$ cat src/pkg/sacw_pkg.sv
/*
 register map, field positions, reset values and timing counts for the
 converter control block. assumes an 8-bit special function register port.
*/
package sacw_pkg;
   // register offsets (byte addresses on the sfr port)
   localparam logic [7:0] OFS_RES_LOW   = 8'hbe; // result low byte
   localparam logic [7:0] OFS_RES_HIGH  = 8'hbf; // result high byte
   localparam logic [7:0] OFS_CFG       = 8'hbc; // converter_config
   localparam logic [7:0] OFS_GT_LOW    = 8'hc4; // greater-than low
   localparam logic [7:0] OFS_GT_HIGH   = 8'hc5; // greater-than high
   localparam logic [7:0] OFS_LT_LOW    = 8'hc6; // less-than low
   localparam logic [7:0] OFS_LT_HIGH   = 8'hc7; // less-than high
   localparam logic [7:0] OFS_CTRL      = 8'he8; // converter_control
   localparam logic [7:0] OFS_PAIR_CFG  = 8'hba; // pair_config_reg
   localparam logic [7:0] OFS_CHAN_SEL  = 8'hbb; // channel_select_reg
   // reset values
   localparam logic [7:0] RST_CTRL      = 8'h00;
   localparam logic [7:0] RST_CFG       = 8'h60;
   localparam logic [7:0] RST_GT_BYTE   = 8'hff;
   localparam logic [7:0] RST_LT_BYTE   = 8'h00;
   localparam logic [7:0] RST_RES       = 8'h00;
   // control bit positions
   localparam int CTL_ON     = 7;
   localparam int CTL_TRACK  = 6;
   localparam int CTL_DONE   = 5;
   localparam int CTL_BUSY   = 4;
   localparam int CTL_SRC_HI = 3;
   localparam int CTL_SRC_LO = 2;
   localparam int CTL_WIN    = 1;
   localparam int CTL_LJ     = 0;
   // config fields
   localparam int CFG_DIV_HI  = 7;
   localparam int CFG_DIV_LO  = 5;
   localparam int CFG_GAIN_HI = 2;
   localparam int CFG_GAIN_LO = 0;
   // timing in sar clocks
   localparam logic [4:0] CONV_SAR_CLKS  = 5'd16;
   localparam logic [4:0] TRACK_SAR_CLKS = 5'd3;
   // start source codes
   localparam logic [1:0] SRC_SOFT  = 2'h0;
   localparam logic [1:0] SRC_TMR3  = 2'h1;
   localparam logic [1:0] SRC_EXT   = 2'h2;
   localparam logic [1:0] SRC_TMR2  = 2'h3;
   // sfr bus request
   typedef struct packed {
      logic       wr;
      logic       rd;
      logic [7:0] addr;
      logic [7:0] wdata;
   } sacw_sfr_s;
   // analog core handshake
   typedef struct packed {
      logic        done;
      logic [11:0] code;
   } sacw_core_s;
   // converter sequencing states
   typedef enum logic [2:0] {
      ST_IDLE  = 3'b001,
      ST_TRACK = 3'b010,
      ST_CONV  = 3'b100
   } sacw_state_e;
endpackage

$ cat src/hw/sacw_clkdiv.sv
/*
 sar clock enable divider: one-cycle tick every 1/2/4/8/16 system clocks.
 assumes the divider field is static while conversions run.
*/
module sacw_clkdiv
   import sacw_pkg::*;
(
   input  wire logic       sys_clk,
   input  wire logic       arst_n,
   input  wire logic       run,      // count only when converter is on
   input  wire logic [2:0] div_code, // conv_clock_divider field
   output logic            sar_tick  // one pulse per sar clock
);
   logic [3:0] cnt_r;  // free divider count
   logic [3:0] mask;   // terminal count for the code

   // decode code to terminal count
   always_comb
   begin
      case (div_code)
         3'h0:    mask = 4'h0;
         3'h1:    mask = 4'h1;
         3'h2:    mask = 4'h3;
         3'h3:    mask = 4'h7;
         default: mask = 4'hf; // top bit set divides by sixteen
      endcase
   end

   // divider counter
   always_ff @(posedge sys_clk or negedge arst_n)
   begin
      if (!arst_n)
         cnt_r <= 4'h0;
      else if (!run || cnt_r >= mask)
         cnt_r <= 4'h0;
      else
         cnt_r <= cnt_r + 4'h1;
   end

   assign sar_tick = run && (cnt_r >= mask);
endmodule // sacw_clkdiv

$ cat src/hw/sacw_top.sv
/*
 control logic for a 12-bit sar converter: sfr registers, start sources,
 track/convert sequencing, justification and the window comparator.
 assumes the analog core delivers a 12-bit code by the end of the 16th sar
 clock and that timer overflows are one-cycle pulses in the sys_clk domain.
*/
module sacw_top
(
   input  wire logic        sys_clk,
   input  wire logic        arst_n,
   input  sacw_pkg::sacw_sfr_s  sfr_req,     // sfr access, same clock
   output logic [7:0]       sfr_rdata,       // registered read data
   input  wire logic        tmr2_ovf,        // timer 2 overflow pulse
   input  wire logic        tmr3_ovf,        // timer 3 overflow pulse
   input  wire logic        ext_convert_start, // pin, asynchronous
   input  wire logic        diff_channel,    // selected channel is a pair
   input  sacw_pkg::sacw_core_s core_in,     // analog core result
   output logic             converter_on,    // powers converter, t/h, amp
   output logic             track_en,        // track-and-hold tracking
   output logic             convert_en,      // sar conversion running
   output logic             sar_clk_tick,    // sar clock strobe to core
   output logic [2:0]       amp_gain_select, // gain code to amplifier
   output logic [7:0]       pair_config,     // pair configuration bits
   output logic [3:0]       channel_select,  // mux address
   output logic             conv_irq         // converter interrupt request
);
   import sacw_pkg::*;

   logic [7:0]  ctrl_r;       // converter_control
   logic [7:0]  cfg_r;        // converter_config
   logic [7:0]  gt_lo_r;      // greater-than low byte
   logic [7:0]  gt_hi_r;      // greater-than high byte
   logic [7:0]  lt_lo_r;      // less-than low byte
   logic [7:0]  lt_hi_r;      // less-than high byte
   logic [15:0] result_r;     // stored result word
   logic [7:0]  pair_r;       // pair config
   logic [3:0]  chan_r;       // channel select
   logic        irq_en_r;     // local interrupt enable
   logic        ext_s1_r;     // pin sync first stage
   logic        ext_s2_r;     // pin sync second stage
   logic        ext_d_r;      // delayed sync for edge
   logic [4:0]  sar_cnt_r;    // sar clocks in current phase
   logic        finish_r;     // end of conversion pulse
   sacw_state_e state_r;      // sequencer state
   logic        sar_tick;     // divided clock strobe
   logic        start_ev;     // selected start event
   logic [7:0]  ctrl_eff;     // control as this edge leaves it
   logic        wr_ctrl;      // control register written
   logic [15:0] res_nxt;      // justified result
   logic [15:0] gt_word;      // greater-than limit
   logic [15:0] lt_word;      // less-than limit
   logic        below_lt;     // result < less limit
   logic        above_gt;     // result > greater limit
   logic        win_hit;      // window condition met

   sacw_clkdiv u_div
   (
      .sys_clk  (sys_clk),
      .arst_n   (arst_n),
      .run      (ctrl_r[CTL_ON]),
      .div_code (cfg_r[CFG_DIV_HI:CFG_DIV_LO]),
      .sar_tick (sar_tick)
   );

   // two-flop sync plus edge history for the start pin
   always_ff @(posedge sys_clk or negedge arst_n)
   begin
      if (!arst_n)
      begin
         ext_s1_r <= 1'b0;
         ext_s2_r <= 1'b0;
         ext_d_r  <= 1'b0;
      end
      else
      begin
         ext_s1_r <= ext_convert_start;
         ext_s2_r <= ext_s1_r;
         ext_d_r  <= ext_s2_r;
      end
   end

   assign wr_ctrl    = sfr_req.wr && sfr_req.addr == OFS_CTRL;
   assign ctrl_eff   = wr_ctrl ? sfr_req.wdata : ctrl_r;

   // start source mux; events while disabled or busy are dropped
   always_comb
   begin
      case (ctrl_eff[CTL_SRC_HI:CTL_SRC_LO])
         SRC_SOFT: start_ev = wr_ctrl && sfr_req.wdata[CTL_BUSY];
         SRC_TMR3: start_ev = tmr3_ovf;
         SRC_EXT:  start_ev = ext_s2_r && !ext_d_r;
         SRC_TMR2: start_ev = tmr2_ovf;
         default:  start_ev = 1'b0;
      endcase
   end

   // track/convert sequencer
   always_ff @(posedge sys_clk or negedge arst_n)
   begin
      if (!arst_n)
      begin
         state_r   <= ST_IDLE;
         sar_cnt_r <= 5'd0;
         finish_r  <= 1'b0;
      end
      else
      begin
         finish_r <= 1'b0;
         case (state_r)
            ST_IDLE:
            begin
               sar_cnt_r <= 5'd0;
               // triggered low-power tracking needs three sar clocks first, except for a start from the pin
               if (start_ev && ctrl_eff[CTL_ON])
                  state_r <= (ctrl_eff[CTL_TRACK] &&
                              ctrl_eff[CTL_SRC_HI:CTL_SRC_LO] != SRC_EXT)
                             ? ST_TRACK : ST_CONV;
            end
            ST_TRACK:
            begin
               if (!ctrl_r[CTL_ON])
                  state_r <= ST_IDLE;
               else if (sar_tick && sar_cnt_r == TRACK_SAR_CLKS - 5'd1)
               begin
                  sar_cnt_r <= 5'd0;
                  state_r   <= ST_CONV;
               end
               else if (sar_tick)
                  sar_cnt_r <= sar_cnt_r + 5'd1;
            end
            ST_CONV:
            begin
               if (!ctrl_r[CTL_ON])
                  state_r <= ST_IDLE; // abort, no result
               else if (sar_tick && sar_cnt_r == CONV_SAR_CLKS - 5'd1)
               begin
                  state_r  <= ST_IDLE;
                  finish_r <= 1'b1;
               end
               else if (sar_tick)
                  sar_cnt_r <= sar_cnt_r + 5'd1;
            end
            default: state_r <= ST_IDLE;
         endcase
      end
   end

   // justify the core code: left, or right with sign only for pairs
   assign res_nxt = ctrl_r[CTL_LJ] ? {core_in.code, 4'h0}
                    : {{4{diff_channel && core_in.code[11]}}, core_in.code};
   assign gt_word = {gt_hi_r, gt_lo_r};
   assign lt_word = {lt_hi_r, lt_lo_r};

   // signed compare for pairs, unsigned otherwise; uses justified word
   always_comb
   begin
      if (diff_channel)
      begin
         below_lt = $signed(res_nxt) < $signed(lt_word);
         above_gt = $signed(res_nxt) > $signed(gt_word);
         win_hit  = ($signed(lt_word) > $signed(gt_word))
                    ? (below_lt && above_gt) : (below_lt || above_gt);
      end
      else
      begin
         below_lt = res_nxt < lt_word;
         above_gt = res_nxt > gt_word;
         win_hit  = (lt_word > gt_word)
                    ? (below_lt && above_gt)
                    : (below_lt || above_gt);
      end
   end

   // control register: flags set by hardware win over software clears
   always_ff @(posedge sys_clk or negedge arst_n)
   begin
      if (!arst_n)
         ctrl_r <= RST_CTRL;
      else
      begin
         if (wr_ctrl)
         begin
            ctrl_r[CTL_ON]    <= sfr_req.wdata[CTL_ON];
            ctrl_r[CTL_TRACK] <= sfr_req.wdata[CTL_TRACK];
            ctrl_r[CTL_SRC_HI:CTL_SRC_LO] <= sfr_req.wdata[CTL_SRC_HI:CTL_SRC_LO];
            ctrl_r[CTL_LJ]    <= sfr_req.wdata[CTL_LJ];
            ctrl_r[CTL_DONE]  <= sfr_req.wdata[CTL_DONE];
            ctrl_r[CTL_WIN]   <= sfr_req.wdata[CTL_WIN];
         end
         ctrl_r[CTL_BUSY] <= (state_r != ST_IDLE) && ctrl_r[CTL_ON];
         if (finish_r)
         begin
            ctrl_r[CTL_DONE] <= 1'b1;
            if (win_hit)
               ctrl_r[CTL_WIN] <= 1'b1;
         end
      end
   end

   // result word: loaded on completion, else software writes to either byte
   always_ff @(posedge sys_clk or negedge arst_n)
   begin
      if (!arst_n)
         result_r <= {RST_RES, RST_RES};
      else if (finish_r)
         result_r <= res_nxt;
      else if (sfr_req.wr && sfr_req.addr == OFS_RES_HIGH)
         result_r[15:8] <= sfr_req.wdata;
      else if (sfr_req.wr && sfr_req.addr == OFS_RES_LOW)
         result_r[7:0] <= sfr_req.wdata;
   end

   // plain software registers
   always_ff @(posedge sys_clk or negedge arst_n)
   begin
      if (!arst_n)
      begin
         cfg_r    <= RST_CFG;
         gt_lo_r  <= RST_GT_BYTE;
         gt_hi_r  <= RST_GT_BYTE;
         lt_lo_r  <= RST_LT_BYTE;
         lt_hi_r  <= RST_LT_BYTE;
         pair_r   <= 8'h00;
         chan_r   <= 4'h0;
         irq_en_r <= 1'b0;
      end
      else if (sfr_req.wr)
      begin
         case (sfr_req.addr)
            OFS_CFG:      cfg_r   <= sfr_req.wdata & 8'he7; // bits 4-3 unused
            OFS_GT_LOW:   gt_lo_r <= sfr_req.wdata;
            OFS_GT_HIGH:  gt_hi_r <= sfr_req.wdata;
            OFS_LT_LOW:   lt_lo_r <= sfr_req.wdata;
            OFS_LT_HIGH:  lt_hi_r <= sfr_req.wdata;
            OFS_PAIR_CFG: pair_r  <= {4'h0, sfr_req.wdata[3:0]};
            OFS_CHAN_SEL: chan_r  <= sfr_req.wdata[3:0];
            8'hd0:        irq_en_r <= sfr_req.wdata[0]; // interrupt enable
            default:      irq_en_r <= irq_en_r;
         endcase
      end
   end

   // registered read mux; unmapped reads return zero
   always_ff @(posedge sys_clk or negedge arst_n)
   begin
      if (!arst_n)
         sfr_rdata <= 8'h00;
      else if (sfr_req.rd)
      begin
         case (sfr_req.addr)
            OFS_CTRL:     sfr_rdata <= ctrl_r;
            OFS_CFG:      sfr_rdata <= cfg_r;
            OFS_RES_HIGH: sfr_rdata <= result_r[15:8];
            OFS_RES_LOW:  sfr_rdata <= result_r[7:0];
            OFS_GT_LOW:   sfr_rdata <= gt_lo_r;
            OFS_GT_HIGH:  sfr_rdata <= gt_hi_r;
            OFS_LT_LOW:   sfr_rdata <= lt_lo_r;
            OFS_LT_HIGH:  sfr_rdata <= lt_hi_r;
            OFS_PAIR_CFG: sfr_rdata <= pair_r;
            OFS_CHAN_SEL: sfr_rdata <= {4'h0, chan_r};
            8'hd0:        sfr_rdata <= {7'h00, irq_en_r};
            default:      sfr_rdata <= 8'h00;
         endcase
      end
   end

   assign converter_on    = ctrl_r[CTL_ON];
   // continuous tracking outside conversion, or triggered windows
   assign track_en = ctrl_r[CTL_ON] && (ctrl_r[CTL_TRACK]
                     ? ((ctrl_r[CTL_SRC_HI:CTL_SRC_LO] == SRC_EXT)
                        ? (!ext_s2_r && state_r == ST_IDLE)
                        : state_r == ST_TRACK)
                     : state_r != ST_CONV);
   assign convert_en      = state_r == ST_CONV;
   assign sar_clk_tick    = sar_tick;
   assign amp_gain_select = cfg_r[CFG_GAIN_HI:CFG_GAIN_LO];
   assign pair_config     = pair_r;
   assign channel_select  = chan_r;
   assign conv_irq        = irq_en_r && ctrl_r[CTL_DONE];
endmodule // sacw_top

$ cat config.mk
export PLATFORM = sky130hd
export DESIGN_NAME = sacw_top
export DESIGN_NICKNAME = d
export VERILOG_FILES = /design/src/pkg/sacw_pkg.sv /design/src/hw/sacw_clkdiv.sv /design/src/hw/sacw_top.sv
export SDC_FILE = /design/constraint.sdc
export NUM_CORES = 1
export LEC_CHECK = 0
export BUFFER_PORTS_ARGS = -buffer_cell sky130_fd_sc_hd__buf_2
export CAP_MARGIN = 20
export CORE_MARGIN = 2
export CORE_UTILIZATION = 50
export DETAILED_ROUTE_END_ITERATION = 12
export PLACE_DENSITY = 0.79
export SETUP_SLACK_MARGIN = 0.5
export SLEW_MARGIN = 20
export SYNTH_ARGS = -nofsm -noshare
export SYNTH_HDL_FRONTEND = slang
export SYNTH_HIERARCHICAL = 1
export SYNTH_SLANG_ARGS = --single-unit
$ cat constraint.sdc
create_clock -name sys_clk -period 3.8 [get_ports sys_clk]
set_clock_uncertainty 0.2 [all_clocks]
set_input_delay 0.19 -clock sys_clk [delete_from_list [all_inputs] [get_ports sys_clk]]
set_output_delay 0.19 -clock sys_clk [all_outputs]
set_load 0.02 [all_outputs]
==> results.yml <==
timing:
  fin_crit_sh_pct: 80.8
  slew-limit-headroom_pct: 31.6
  maxSlewViolCount: 0
  finalCriticalPeriod_ns: 3.07
  setup_viol: 0
  timing.fmax_mhz: 326
  rsz0062_at_grt: "no"
  worst_slack_ns: 0.729
  worst_pin_slew_ns: 1.03
  setup_tns_ns: 0
  hold_viol_final: 0
floorplanning:
  dieArea_um2: 13300
  io_pins: 65
  initial_core_util_pct: 51.2
  die_w_um: 115
  fp.dieH_um: 115
  row_count: 40
  core_area_um2: 12100
synthesis:
  synth-seq-cells: 95
  avgSynthCellArea_um2: 9.92
  synthXorXnorAreaFrac_pct: 0.850
  synth_top_family_by_area: "compound AO/OA/AOI/OAI gates"
  synth_compound_gate_area_share_pct: 14.9
  yosysWarningCount: 6
  synthMuxAreaShare_pct: 14.6
  yosys.area_share.adder_pct: 11.1
  synth_edf_count: 0
  seq_area_frac_synth_pct: 38.9
  synth_area_um2: 6180
  syn-instance-count: 623
  yosysUniqueCellTypes: 73
  synth_ff_type: "dfrtp_1"
  ys_async_sr_fraction_pct: 100
  synth-simple-area-share_pct: 13.8
place:
  portBuffers: 59
  dp_slack_ns: 0.503
  dp.cells: 823
  dp_hpwl_um: 12600
  dpl_cell_area_um2: 6550
  place.gp.congestion: 0.906
pwr:
  intPower_mw: 1.75
  ir_drop_mv: 0.212
  p_leak_nw: 3.20
  clkPwrFrac_pct: 38.3
  p_comb_share_pct: 16.4
  seqPwrFrac_pct: 45.2
  p_switching_mw: 0.674
  powerDensity_nw_per_um2: 350
  swShare_pct: 27.8
routing:
  avgRoutedWirePerCell_um: 19.8
  viasPerCell: 6.06
  wl_um: 16800
  dr.pass1.iters: 5
  via_count: 5123
  drc_errors: 0
  ant_nets: 0
  drtIter0Drc: 470
global_route:
  antenna_found_initial: 0
  grt_use_met3_pct: 3.74
  grt_use_met2_pct: 43.2
  global_route.overflow_total: 0
  grt_usage_pct: 25.8
  grt_max_degree: 73
  grt_use_met1_pct: 33.6
  grt_first_pass_wirelength_um: 26600
  grt_pass1_vias: 5153
  top_usage_layer: "met2"
setup_path:
  rr_startpoint: "ctrl_r[0]"
  crit_path_start_kind: "flip-flop"
  endpoint_kind: "flip-flop"
  cp.arrival_ns: 3.14
  critPathRequiredTime_ns: 3.87
  r2r_cells: 10
  cp_max_fo: 11
  crit_type: "flip-flop to flip-flop"
  r2r-end: "ctrl_r[1]"
  r2r_setup_slack_ns: 0.73
outcome:
  status: "finished, final reports clean"
cells_and_area:
  drive_above_1_share_pct: 25.5
  register_area_um2: 2400
  stdcell_count: 846
  num-nets-final: 763
  final_common_cell: "dfrtp_1"
  top_register: "result_r"
  fill_cells: 1012
  final_cell_area_um2: 6930
  largest_register_ffs: 16
  diodes: 0
  area_delta_synth_final_pct: 12.1
  utilization_pct: 57.4
  multi_input_area_um2: 3430
  most-common-layout-cells: "dfrtp_1 (75), buf_2 (58), mux2_2 (56), nand2_1 (53), ha_1 (53)"
clock_network:
  cts-root-buf: "clkbuf_16"
  cts.sinks: 95
  clk_path_buf_depth: 2
  clk_pin_slew_worst_paths_ns: 0.07
  cts_tree: "built"
  htreeDepth: 3
  clk_latency_ns: 0.34
  cts-buffers-inserted: 9
worst_hold_path:
  hp-class: "input port to flip-flop"
  worstHoldPathCells: 2
  min-delay-start: "sfr_req[4]"
  whs_endpoint: "gt_hi_r[4]"
run:
  max-cap-violations: 0
worst max-delay path by stage:
stage | from | endpoint | slack [ns] | cells past startpoint
finish | ctrl_r[0] | ctrl_r[1] | 0.73 | 10
CTS | ctrl_r[0] | ctrl_r[1] | 0.61 | 10
global placement | ctrl_r[0] | ctrl_r[1] | 0.55 | 10
global route | ctrl_r[0] | ctrl_r[1] | 0.60 | 10
detailed placement | ctrl_r[0] | ctrl_r[1] | 0.50 | 10
floorplan | ctrl_r[0] | ctrl_r[1] | 0.79 | 12
through the flow:
stage | power (mW) | hold WS (ns)
after floorplan | 1.36 | -0.306
after global placement | 1.48 | 0.105
after detailed placement | 1.50 | 0.106
after CTS | 2.42 | 0.0124
after global routing | 2.51 | 0.0412
final | 2.42 | 0.0156
metal layers:
metal	wire length [um]	up-vias
li1	-	2341
met1	7040	2509
met2	8140	227
met3	963	46
met4	646	0
met5	0	-
power by group through the flow:
stage          registers (mW)  clock network, mW  logic (mW)
5_1_grt                  1.10              0.963       0.442
6_report                 1.10              0.928       0.398
2_1_floorplan            1.10                  0       0.259
4_1_cts                  1.09              0.931       0.390
3_5_place_dp             1.11                  0       0.384
3_3_place_gp             1.11                  0       0.366
Yosys cell counts, types with 4 or more instances:
| master | instances | share of area [%] |
|---|---|---|
| dfrtp_1 | 76 | 31 |
| nand2_1 | 53 | 3.2 |
| o22ai_1 | 12 | 1.2 |
| and3_1 | 9 | 0.91 |
| a21o_1 | 8 | 0.97 |
| and2_1 | 5 | 0.51 |
| a211oi_1 | 6 | 0.73 |
| a21oi_1 | 30 | 2.4 |
| clkbuf_1 | 18 | 1.1 |
| inv_1 | 49 | 3.0 |
| nor2b_1 | 14 | 1.4 |
| nor3_1 | 4 | 0.32 |
| mux2i_1 | 20 | 3.2 |
| a22oi_1 | 11 | 1.3 |
| dfstp_2 | 19 | 8.1 |
| nor2_1 | 29 | 1.8 |
| buf_2 | 4 | 0.32 |
| nand3_1 | 11 | 0.89 |
| o21ai_0 | 30 | 2.4 |
| o21ai_1 | 5 | 0.40 |
| nand4_1 | 13 | 1.3 |
| a221oi_1 | 7 | 0.99 |
| ha_1 | 53 | 11 |
| o21a_1 | 4 | 0.49 |
| and3b_1 | 4 | 0.57 |
| mux2_2 | 56 | 10 |
| buf_4 | 8 | 0.97 |
repair_timing:
action,4_1_cts,5_1_grt
buffers inserted,0,2
hold endpoints to repair,66,0
resized for setup,1,1
endpoints found under the setup margin,1,1
gates cloned,0,0
hold buffers,5,0
critical path, cell delays in order, from the launching register on:
cell and delay (ns):
dfrtp_2 0.50, mux2_2 0.41, ha_1 0.31, and3_1 0.16
o311a_1 0.35, a211oi_2 0.26, a21oi_1 0.10, o2bb2ai_1 0.17
nor2_1 0.06, o311a_1 0.36, o21ai_1 0.12
layout make-up:
cell class | count | share of cell area, %
Clock buffer | 10 | 3.45
Clock inverter | 6 | 0.976
Inverter | 50 | 2.71
Multi-Input combinational cell | 448 | 49.6
Sequential cell | 95 | 34.7
Tap cell | 168 | 3.04
Timing Repair Buffer | 69 | 5.56
cell families after synthesis:
group,count (synthesis)
compound gates,139
xor+xnor,6
fa+ha+maj,55
buf+inv,83
flops,95
mux,81
other cells,1
simple gates,163
(Power assumes the default switching activity.)
